[config.mk]
export PLATFORM = sky130hd
export DESIGN_NAME = scpe_serial_port
export DESIGN_NICKNAME = d
export VERILOG_FILES = /design/src/design/scpe_pkg.sv /design/src/design/scpe_pin_if.sv /design/src/design/scpe_pin_sync.sv /design/src/design/scpe_serial_port.sv
export SDC_FILE = /design/constraint.sdc
export NUM_CORES = 1
export LEC_CHECK = 0
export ABC_AREA = 1
export ABC_CLOCK_PERIOD_IN_PS = 8100
export BUFFER_PORTS_ARGS = -buffer_cell sky130_fd_sc_hd__buf_4
export CAP_MARGIN = 20
export CORE_MARGIN = 2
export CORE_UTILIZATION = 44
export CTS_BUF_LIST = sky130_fd_sc_hd__clkbuf_8 sky130_fd_sc_hd__clkbuf_16
export CTS_CLUSTER_DIAMETER = 200
export DETAILED_ROUTE_END_ITERATION = 6
export SETUP_SLACK_MARGIN = 0.05
export SYNTH_ARGS = -nofsm -noshare
export SYNTH_HDL_FRONTEND = slang
export SYNTH_SLANG_ARGS = --single-unit
[constraint.sdc]
create_clock -name clk_sys -period 8.1 [get_ports clk_sys]
set_input_delay 0.81 -clock clk_sys [delete_from_list [all_inputs] [get_ports clk_sys]]
set_output_delay 0.81 -clock clk_sys [all_outputs]
set_load 0.1 [all_outputs]
[src/design/scpe_pkg.sv]
// Package for the serial control port front end.
// Assumes a 20 MHz system clock and a host-driven serial link.
package scpe_pkg;

  // ----------------------------------------
  // Frame and register layout
  // ----------------------------------------
  localparam int          FRAME_BITS     = 24;
  localparam int          CNT_W          = 5;
  localparam int          ADDR_W         = 4;
  localparam int          DATA_W         = 16;
  localparam int          REG_COUNT      = 16;
  localparam int          POS_RW         = 23;
  localparam int          POS_ADDR_HI    = 19;
  localparam int          POS_ADDR_LO    = 16;
  localparam logic [3:0]  CTRL_ADDR      = 4'h0;
  localparam int          CTRL_INTERLEAVE = 7;
  localparam int          CTRL_CAL       = 1;
  localparam logic [15:0] REG_RESET_VAL  = 16'h0000;
  localparam logic [4:0]  CNT_RESET      = 5'h00;
  localparam logic [3:0]  PIN_IDLE       = 4'ha;

  typedef enum logic [1:0] {
    SCPE_IDLE,
    SCPE_SHIFT,
    SCPE_DONE
  } scpe_state_t;

endpackage : scpe_pkg

[src/design/scpe_pin_if.sv]
// Interface carrying synchronised link levels and edge strobes.
// Assumes one producer (pin synchroniser) and one consumer (main block).
`timescale 1ns/1ns
`default_nettype none
interface scpe_pin_if;
  logic selectN;
  logic dataIn;
  logic clkRise;
  logic clkFall;
  logic enableN;
  modport producer (output selectN, output dataIn, output clkRise, output clkFall, output enableN);
  modport consumer (input selectN, input dataIn, input clkRise, input clkFall, input enableN);
endinterface : scpe_pin_if
`default_nettype wire

[src/design/scpe_pin_sync.sv]
// Three-stage synchronisers for the pins from the host, with edge strobes.
// Assumes all pin inputs are asynchronous to clk_sys.
`timescale 1ns/1ns
`default_nettype none
module scpe_pin_sync
  import scpe_pkg::*;
(
  input  wire logic          clk_sys,
  input  wire logic          sys_rst,
  input  wire logic          clkEn,
  input  wire logic          serialClk,
  input  wire logic          serialSelectN,
  input  wire logic          serialIn,
  input  wire logic          extendedControlEnableN,
  scpe_pin_if.producer       pins
);
  import scpe_pkg::*;

  // ----------------------------------------
  // Per-pin three-flop chains
  // ----------------------------------------
  logic [3:0] rawIn;
  logic [3:0] stable;
  assign rawIn = {extendedControlEnableN, serialIn, serialSelectN, serialClk};

  genvar g;
  generate
    for (g = 0; g < 4; g++) begin : gSync
      logic [2:0] sync_q;
      logic [2:0] sync_d;
      logic       stable_q;
      logic       stable_d;
      always_comb begin
        sync_d   = {sync_q[1:0], rawIn[g]};
        // Accept a change only once stages two and three agree
        stable_d = (sync_q[2] == sync_q[1]) ? sync_q[2] : stable_q;
      end
      always_ff @(posedge clk_sys) begin
        if (sys_rst) begin
          // Whole chain at idle level, else a false select or enable follows reset
          sync_q   <= {3{PIN_IDLE[g]}};
          stable_q <= PIN_IDLE[g];
        end else if (clkEn) begin
          sync_q   <= sync_d;
          stable_q <= stable_d;
        end
      end
      assign stable[g] = stable_q;
    end
  endgenerate

  logic clkPrev_q;
  logic clkPrev_d;
  always_comb clkPrev_d = stable[0];
  always_ff @(posedge clk_sys) begin
    if (sys_rst) begin
      clkPrev_q <= 1'b0;
    end else if (clkEn) begin
      clkPrev_q <= clkPrev_d;
    end
  end

  assign pins.clkRise = clkEn & stable[0] & ~clkPrev_q;
  assign pins.clkFall = clkEn & ~stable[0] & clkPrev_q;
  assign pins.selectN = stable[1];
  assign pins.dataIn  = stable[2];
  assign pins.enableN = stable[3];
endmodule : scpe_pin_sync
`default_nettype wire

[src/design/scpe_serial_port.sv]
// Serial control port front end with register bank and pin/register muxing.
// Assumes host is serial master; serial clock is sampled by clk_sys.
// Frame: rw bit, 3 spare, 4 address bits, 16 data bits, MSB first.
// How it works
// Serial register control works only while the enable pin is low.
// With control enabled, direct mode pins yield to register settings.
// Enable pin high disables the port; settings come from pins.
// Enable pin high holds every register at its default.
// Select low frames a transfer; serial clock shifts in and out.
// Select high ignores serial input and floats serial output.
// Shifting follows only host serial clock edges.
// Host may park serial clock low between transfers.
// Calibration request is pin OR control bit; low-to-high starts it.
// Interleave mode from control bit 7 when enabled; default off.
// Input sampled on rising clock edge, output changed on falling.
`timescale 1ns/1ns
`default_nettype none
module scpe_serial_port
  import scpe_pkg::*;
(
  input  wire logic clk_sys,
  input  wire logic sys_rst,
  input  wire logic clkEn,
  input  wire logic serialClk,
  input  wire logic serialSelectN,
  input  wire logic serialIn,
  input  wire logic extendedControlEnableN,
  input  wire logic calRequestPin,
  input  wire logic interleaveModePin,
  output logic      serialOut,
  output logic      serialOutEnN,
  output logic      extendedControlMode,
  output logic      interleaveMode,
  output logic      calStart,
  output logic      calRequest,
  output logic [15:0] controlWord
);
  import scpe_pkg::*;

  // ----------------------------------------
  // Pin synchronisation
  // ----------------------------------------
  scpe_pin_if pins ();

  scpe_pin_sync uSync (
    .clk_sys                (clk_sys),
    .sys_rst                (sys_rst),
    .clkEn                  (clkEn),
    .serialClk              (serialClk),
    .serialSelectN          (serialSelectN),
    .serialIn               (serialIn),
    .extendedControlEnableN (extendedControlEnableN),
    .pins                   (pins)
  );

  logic portOn;
  assign portOn = ~pins.enableN;

  // ----------------------------------------
  // Shift engine state
  // ----------------------------------------
  scpe_state_t             state_q, state_d;
  logic [CNT_W-1:0]        bitCnt_q, bitCnt_d;
  logic [FRAME_BITS-1:0]   shiftIn_q, shiftIn_d;
  logic [DATA_W-1:0]       shiftOut_q, shiftOut_d;
  logic                    out_q, out_d;
  logic                    outEnN_q, outEnN_d;
  logic                    isRead_q, isRead_d;
  logic [ADDR_W-1:0]       addr_q, addr_d;
  logic                    wrStrobe;
  logic [DATA_W-1:0]       regs_q [REG_COUNT];
  logic [DATA_W-1:0]       regs_d [REG_COUNT];

  logic active;
  assign active = portOn & ~pins.selectN;

  always_comb begin
    state_d    = state_q;
    bitCnt_d   = bitCnt_q;
    shiftIn_d  = shiftIn_q;
    shiftOut_d = shiftOut_q;
    out_d      = out_q;
    outEnN_d   = outEnN_q;
    isRead_d   = isRead_q;
    addr_d     = addr_q;
    wrStrobe   = 1'b0;
    if (!active) begin
      // Abandoned frames are dropped, never half-written
      state_d  = SCPE_IDLE;
      bitCnt_d = CNT_RESET;
      outEnN_d = 1'b1;
      out_d    = 1'b0;
    end else begin
      outEnN_d = 1'b0;
      case (state_q)
        SCPE_IDLE: begin
          state_d  = SCPE_SHIFT;
          bitCnt_d = CNT_RESET;
        end
        SCPE_SHIFT: begin
          if (pins.clkRise) begin
            shiftIn_d = {shiftIn_q[FRAME_BITS-2:0], pins.dataIn};
            bitCnt_d  = bitCnt_q + 5'h01;
            if (bitCnt_q == 5'(POS_RW - POS_ADDR_LO)) begin
              // Address complete: latch it and preload read data
              isRead_d   = shiftIn_q[POS_RW - POS_ADDR_LO - 1];
              addr_d     = {shiftIn_q[2:0], pins.dataIn};
              shiftOut_d = regs_q[{shiftIn_q[2:0], pins.dataIn}];
            end
            if (bitCnt_q == 5'(FRAME_BITS - 1)) begin
              state_d  = SCPE_DONE;
              wrStrobe = ~isRead_q;
            end
          end
          if (pins.clkFall && bitCnt_q > 5'(POS_RW - POS_ADDR_LO)) begin
            out_d      = isRead_q & shiftOut_q[DATA_W-1];
            shiftOut_d = {shiftOut_q[DATA_W-2:0], 1'b0};
          end
        end
        SCPE_DONE: begin
          // Extra clocks past the frame are ignored until select rises
          state_d = SCPE_DONE;
        end
        default: state_d = SCPE_IDLE;
      endcase
    end
  end

  always_ff @(posedge clk_sys) begin
    if (sys_rst) begin
      state_q    <= SCPE_IDLE;
      bitCnt_q   <= CNT_RESET;
      shiftIn_q  <= '0;
      shiftOut_q <= '0;
      out_q      <= 1'b0;
      outEnN_q   <= 1'b1;
      isRead_q   <= 1'b0;
      addr_q     <= '0;
    end else if (clkEn) begin
      state_q    <= state_d;
      bitCnt_q   <= bitCnt_d;
      shiftIn_q  <= shiftIn_d;
      shiftOut_q <= shiftOut_d;
      out_q      <= out_d;
      outEnN_q   <= outEnN_d;
      isRead_q   <= isRead_d;
      addr_q     <= addr_d;
    end
  end

  // ----------------------------------------
  // Register bank
  // ----------------------------------------
  always_comb begin
    for (int i = 0; i < REG_COUNT; i++) begin
      regs_d[i] = regs_q[i];
      if (!portOn) begin
        regs_d[i] = REG_RESET_VAL;
      end else if (wrStrobe && addr_q == ADDR_W'(i)) begin
        regs_d[i] = {shiftIn_q[DATA_W-2:0], pins.dataIn};
      end
    end
  end

  always_ff @(posedge clk_sys) begin
    for (int i = 0; i < REG_COUNT; i++) begin
      if (sys_rst) begin
        regs_q[i] <= REG_RESET_VAL;
      end else if (clkEn) begin
        regs_q[i] <= regs_d[i];
      end
    end
  end

  // ----------------------------------------
  // Mode selection and calibration
  // ----------------------------------------
  logic [DATA_W-1:0] ctrl;
  logic calPrev_q, calPrev_d;
  logic calArmed_q, calArmed_d;
  logic calOr;
  logic modeOut_q, modeOut_d;
  logic calStart_q, calStart_d;
  logic ecm_q, ecm_d;
  logic [DATA_W-1:0] ctrlOut_q, ctrlOut_d;

  assign ctrl = regs_q[CTRL_ADDR];

  always_comb begin
    // Pin-level calibration line is treated as same-domain logic
    calOr      = calRequestPin | (portOn & ctrl[CTRL_CAL]);
    calPrev_d  = calOr;
    calArmed_d = calArmed_q;
    calStart_d = 1'b0;
    if (!calOr) begin
      calArmed_d = 1'b1;
    end else if (!calPrev_q && calArmed_q) begin
      calStart_d = 1'b1;
      calArmed_d = 1'b0;
    end
    // Pin wins outside extended control, register bit inside
    modeOut_d = portOn ? ctrl[CTRL_INTERLEAVE] : interleaveModePin;
    ecm_d     = portOn;
    ctrlOut_d = ctrl;
  end

  always_ff @(posedge clk_sys) begin
    if (sys_rst) begin
      calPrev_q  <= 1'b1;
      calArmed_q <= 1'b0;
      calStart_q <= 1'b0;
      modeOut_q  <= 1'b0;
      ecm_q      <= 1'b0;
      ctrlOut_q  <= REG_RESET_VAL;
    end else if (clkEn) begin
      calPrev_q  <= calPrev_d;
      calArmed_q <= calArmed_d;
      calStart_q <= calStart_d;
      modeOut_q  <= modeOut_d;
      ecm_q      <= ecm_d;
      ctrlOut_q  <= ctrlOut_d;
    end
  end

  assign serialOut           = out_q;
  assign serialOutEnN        = outEnN_q;
  assign extendedControlMode = ecm_q;
  assign interleaveMode      = modeOut_q;
  assign calStart            = calStart_q;
  assign calRequest          = calPrev_q;
  assign controlWord         = ctrlOut_q;
endmodule : scpe_serial_port
`default_nettype wire

# Word-level counts from Yosys, hierarchy flattened
# Memories as Yosys holds them, arrays and structs flattened.
# Index checks and enable logic that the tools add are counted.
word_totals:
  output_inout_bits: 22
  inputBits: 9
  wordCells: 226
  mem_count: 1
  ff_bits: 83
  ram_bits: 256
mem_list:
  columns: ["memory", "words", "word_bits", "rd", "rd_clocked_by_memory_dff", "write_ports", "line_no", "text"]
  rows:
  - ["regs_q", 16, 16, 2, 0, 16, "scpe_serial_port.sv:71", "logic [DATA_W-1:0] regs_q [REG_COUNT];"]
op_classes:
  n_reduce_logical: 50
  n_lt_le_gt_ge: 1
  mux: 76
  addsub: 1
  eq_ne: 45
  bitwise: 29
ops:
  columns: ["cell", "n"]
  rows:
  - ["16-bit 2-to-1 mux", 51]
  - ["2-bit AND reduction", 21]
  - ["4-bit == test, second input constant", 8]
  - ["2-bit inequality test, second input constant", 16]
  - ["1-bit logical AND", 18]
  - ["1-bit 2-to-1 mux", 18]
  - ["1-bit OR", 17]
  - ["4-bit by 3-bit == test with 1-bit output, second input constant", 4]
  - ["5-bit 2-to-1 mux", 2]
  - ["5-bit case mux with 2 select lines", 1]
  - ["5-bit AND reduction", 2]
  - ["3-bit AND reduction", 3]
  - ["4-bit by 2-bit == test with 1-bit output, second input constant", 2]
  - ["1-bit bitwise AND", 7]
  - ["2-bit 2-to-1 mux", 3]
  - ["2-bit by 1-bit inequality test with 1-bit output, second input constant", 3]
  - ["3-bit inequality test, second input constant", 2]
  - ["2-bit case mux with 3 select lines", 1]
  - ["5-bit by 1-bit adder with 5-bit output, second input constant", 1]
  - ["5-bit by 3-bit == test with 1-bit output, second input constant", 1]
  - ["5-bit == test, second input constant", 1]
  - ["5-bit by 3-bit greater-than comparator with 1-bit output, second input constant", 1]
  - ["1-bit NOT", 5]
  - ["1-bit == test", 4]
  - ["9 further kinds", 10]

# Logic depth before layout (Yosys ltp)
logic_depth:
  ltp_word: 9
  depth_mapped: 11
  ltp_nobuf: 11

# Hierarchy
# Synthesis repeated with hierarchy kept, for this count alone.
hier_totals:
  hier_cells: 1812
  hier_area_um2: 15810.2
by_module_without_submodules:
  columns: ["module", "cells_each", "seq_area_each_um2", "area_per_inst_um2", "instances"]
  rows:
  - ["scpe_serial_port", 1725, 9008.6, 15125.8, 1]
  - ["scpe_pin_sync", 87, 340.3, 684.4, 1]

# Worst setup path after synthesis
# OpenSTA, ideal clock, no wires.
synth_timing:
  kind: "input to register"
  start: "input port clkEn"
  end: "memory regs_q[4][0], enable pin"
  t_arrival_ns: 2.691
  required_ns: 7.706
  n_path_buf: 1
  slack_ns: 5.014
  setup_ns: 0.394
  cell_stages: 9
  cell_sequence: "buf_4 -> nand2_2 -> nor2_2 -> inv_2 -> nor2_8 -> nand2_4 -> nor3_4 -> nand2_4 -> a21oi_1"
synth_rtl:
  columns: ["item", "line_no", "text"]
  rows:
  - ["from (decl)", "scpe_serial_port.sv:23", "input wire logic clkEn,"]
  - ["to (decl)", "scpe_serial_port.sv:71", null]

# Worst setup path in the final report
layout_timing:
  start: "register uSync.gSync[2].stable_q (netlist: uSync.pins.dataIn)"
  end: "register shiftOut_q[10]"
layout_via:
  elab_chain_len: 4
layout_rtl:
  columns: ["item", "line_no", "text"]
  rows:
  - ["from (decl)", "scpe_pin_sync.sv:31", "logic stable_q;"]
  - ["from (signal assigned)", "scpe_pin_sync.sv:42", "stable_q <= PIN_IDLE[g];"]
  - ["from (signal assigned)", "scpe_pin_sync.sv:45", "stable_q <= stable_d;"]
  - ["memory read 16 x 16 bit", null, null]
  - ["16-bit 2-to-1 mux", "scpe_serial_port.sv:104", "if (bitCnt_q == 5'(POS_RW - POS_ADDR_LO)) begin"]
  - ["16-bit 2-to-1 mux", "scpe_serial_port.sv:101", "if (pins.clkRise) begin"]
  - ["16-bit 2-to-1 mux", "scpe_serial_port.sv:115", "if (pins.clkFall && bitCnt_q > 5'(POS_RW - POS_ADDR_LO)) begin"]
  - ["to (signal assigned)", "scpe_serial_port.sv:143", "shiftOut_q <= shiftOut_d;"]
  - ["to (decl)", "scpe_serial_port.sv:65", "logic [DATA_W-1:0] shiftOut_q, shiftOut_d;"]
# No other way between the ends. The select of a mux whose other input is x is not followed.
# A chain may end at the register's enable or synchronous reset.

==> flow_metrics.env <==
export IMPL_dr_pass1_iters=6
export IMPL_htree_levels=2
export IMPL_netlist_area_mm2=0.0155
export IMPL_dp_hpwl_um=24900
export IMPL_synth_top_area_cell="edfxtp_1"
export IMPL_ctsRootBufferMaster="clkbuf_16"
export IMPL_synthTopCellsByArea="edfxtp_1 50%, dfxtp_1 11%, nand2_1 10%"
export IMPL_final_cells=2214
export IMPL_die_w_um=191
export IMPL_whs_ns=0.455
export IMPL_postCtsSetupRepairBufs=0
export IMPL_tritoncts="done"
export IMPL_ant_nets=0
export IMPL_worst_path_buf_inv=2
export IMPL_drv_slew=0
export IMPL_synth_nets=1756
export IMPL_port_buffers=30
export IMPL_clock_latency_ns=0.54
export IMPL_cts_hold_fix_buffers=0
export IMPL_ir_drop_mv=0.165
export IMPL_area_growth_pct=11.1
export IMPL_path_common_cell="nand2_1"
export IMPL_post_route_period_util_pct=43.2
export IMPL_cp_slowest_cell="clkinv_2"
export IMPL_setup_slack_ns=4.60
export IMPL_die_h_um=191
export IMPL_crit_path_cell_trace="clkinv_2 > buf_4 > nand2_1 > nand2_1 > nand2_1 > nand3_1 > nand3_1 > nand3_1 > nand2_1 > a21oi_1"
export IMPL_grt_pass1_vias=11200
export IMPL_viasPerCell=5.22
export IMPL_worst_slew_pin_slew_ns=1.19
export IMPL_io_pins=31
export IMPL_coreArea_mm2=0.0345
export IMPL_utilization_pct=49.7
export IMPL_yosysUniqueCellTypes=32
export IMPL_status="finished, final reports clean"
export IMPL_hold_viol_final=0
export IMPL_grt_use_total_pct=23.3
export IMPL_drive_gt1_share_pct=11.1
export IMPL_ys_seq_area_share_pct=60.4
export IMPL_fin_setup_tns_ns=0
export IMPL_p_leak_nw=6.99
export IMPL_hp_class="reg2reg"
export IMPL_post_cts_resize_count=0
export IMPL_drc=0
export IMPL_cts_made_buffers=38
export IMPL_num_vias=11600
export IMPL_routed_wl_um=41500
export IMPL_core_rowCount=68
export IMPL_start_util_pct=44.8
export IMPL_cp_start_kind="register"
export IMPL_antenna_found_initial=0
export IMPL_clock_sinks=339
export IMPL_synth_top_cell_area_share_pct=49.7
export IMPL_skew_ns=0.0117
export IMPL_critPathCaptureType="register"
export IMPL_ff_latch_area_mm2=0.00935
export IMPL_gp_congestion=0.808
export IMPL_max_stage_delay_ns=0.90
export IMPL_num_antenna_cells=0
export IMPL_path_max_fanout=72
export IMPL_mostFrequentLayoutCells="425 x nand2_1, 274 x nor2_1, 256 x edfxtp_1"
export IMPL_fin_total_pwr_mw=3.77
export IMPL_cts_buffer_depth=3
export IMPL_grt_max_degree=76
export IMPL_finalNetCount=1745
export IMPL_stdcell_area_mm2=0.0172
export IMPL_multiInputGateArea_mm2=0.00494
export IMPL_place_ws_ns=4.52
export IMPL_grt_first_pass_wirelength_um=64300
export IMPL_cp_arrival_ns=3.91
export IMPL_p_per_area_mw_per_mm2=220
export IMPL_ys_ff_latch=339
export IMPL_worstPathRequired_ns=8.51
export IMPL_placed_cells=2147
export IMPL_synthCells=1743
export IMPL_relSlewSlack_pct=20.6
export IMPL_criticalPathCategory="reg2reg"
export IMPL_crit_family="buffers and inverters"
export IMPL_avgSynthCellArea_um2=8.87
export IMPL_finalSetupViolCount=0
export IMPL_dpl_cell_area_mm2=0.0160
export IMPL_final_common_cell="nand2_1"
export IMPL_die_area_mm2=0.0367
export IMPL_rsz0062_at_grt="no"
export IMPL_fmax_ghz=0.285
export IMPL_maxCapViolations=0
export IMPL_drt_iter0_drc=983
export IMPL_fin_crit_ns=3.50
export IMPL_yosys_warnings=0
export IMPL_fillCellCount=3327
export IMPL_post_drt_wl_per_cell_um=18.7
export IMPL_clkTransAtPathRegs_ns=0.06
export IMPL_grt_overflow=0
[sequential cells by signal, indices dropped and copies added, names as in the netlist, 2 cells and up]
register and cells:
shiftOut_q 16, regs_q 256, controlWord 16, shiftIn_q 15
state_q 2, bitCnt_q 5, addr_q 4, uSync.gSync.sync_q 12
[Yosys cell counts]
cell and instances:
nor2_8 2, o21ai_0 66, dfxtp_1 83, buf_2 25, nor3_4 2, edfxtp_1 256
ha_1 4, nand2_4 6, a211oi_1 3, nand4_1 1, o22ai_1 3, inv_1 176
buf_6 5, nand2_1 425, a21oi_1 61, clkinv_1 1, nand3_2 7, nor3b_1 1
nor2_2 41, a22o_1 1, buf_4 2, nand3_1 189, nand2_2 15, inv_2 12
a31o_2 1, nor2_1 275, nor2_4 1, nor3_1 2, clkbuf_1 64, buf_1 10
o21bai_1 2, or2_2 1
[metal layers]
metal / track usage (%) / share of wire, % / vias up
met5: 0 / 0 / -
met4: 9.23 / 3.4 / 0
met3: 3.65 / 6.9 / 89
met2: 38.0 / 47 / 381
met1: 31.0 / 43 / 5524
li1: - / - / 5570
[worst register-to-register path: cells and delay by family (launching register included)]
family / cells / cell delay [ns]
buf+inv: 2 / 1.65
compound gates: 1 / 0.06
flops: 1 / 0.86
simple gates: 7 / 0.81
[cell families after synthesis]
logic type                 count (synthesis)  synth area share, %
AOI/OAI and AO/OA                        137                 4.59
adders and majority gates                  4                0.324
buffers and inverters                    295                 7.65
DFF                                      339                 60.4
and+or+nand+nor                          968                 27.0
[cell type report]
class,count,share of cell area [%]
flip-flops and latches,339,54.4
repair buffers,55,2.40
clock inverters,25,0.888
inverters,189,4.14
well taps,455,3.31
multi-input cells,1109,28.8
clock buffers,42,6.05
[report_power, final]
part	total (mW)	internal [mW]	switching, mW
logic	0.158	0.0404	0.118
registers	1.95	1.93	0.0209
clock network	1.66	0.977	0.684
[worst paths after layout]
check	startpoint	end	slack [ns]	cells after the start
worst max-delay path	uSync.pins.dataIn$_SDFFE_PP0P_	shiftOut_q[10]$_SDFFE_PP0P_	4.60	10
worst min-delay path	uSync.gSync[3].sync_q[0]$_SDFFE_PP1P_	uSync.gSync[3].sync_q[0]$_SDFFE_PP1P_	0.46	2
worst max register to register	uSync.pins.dataIn$_SDFFE_PP0P_	shiftOut_q[10]$_SDFFE_PP0P_	4.60	10
worst min register to register	uSync.gSync[3].sync_q[0]$_SDFFE_PP1P_	uSync.gSync[3].sync_q[0]$_SDFFE_PP1P_	0.46	2
Note: power is estimated with default switching activity, not from simulation.
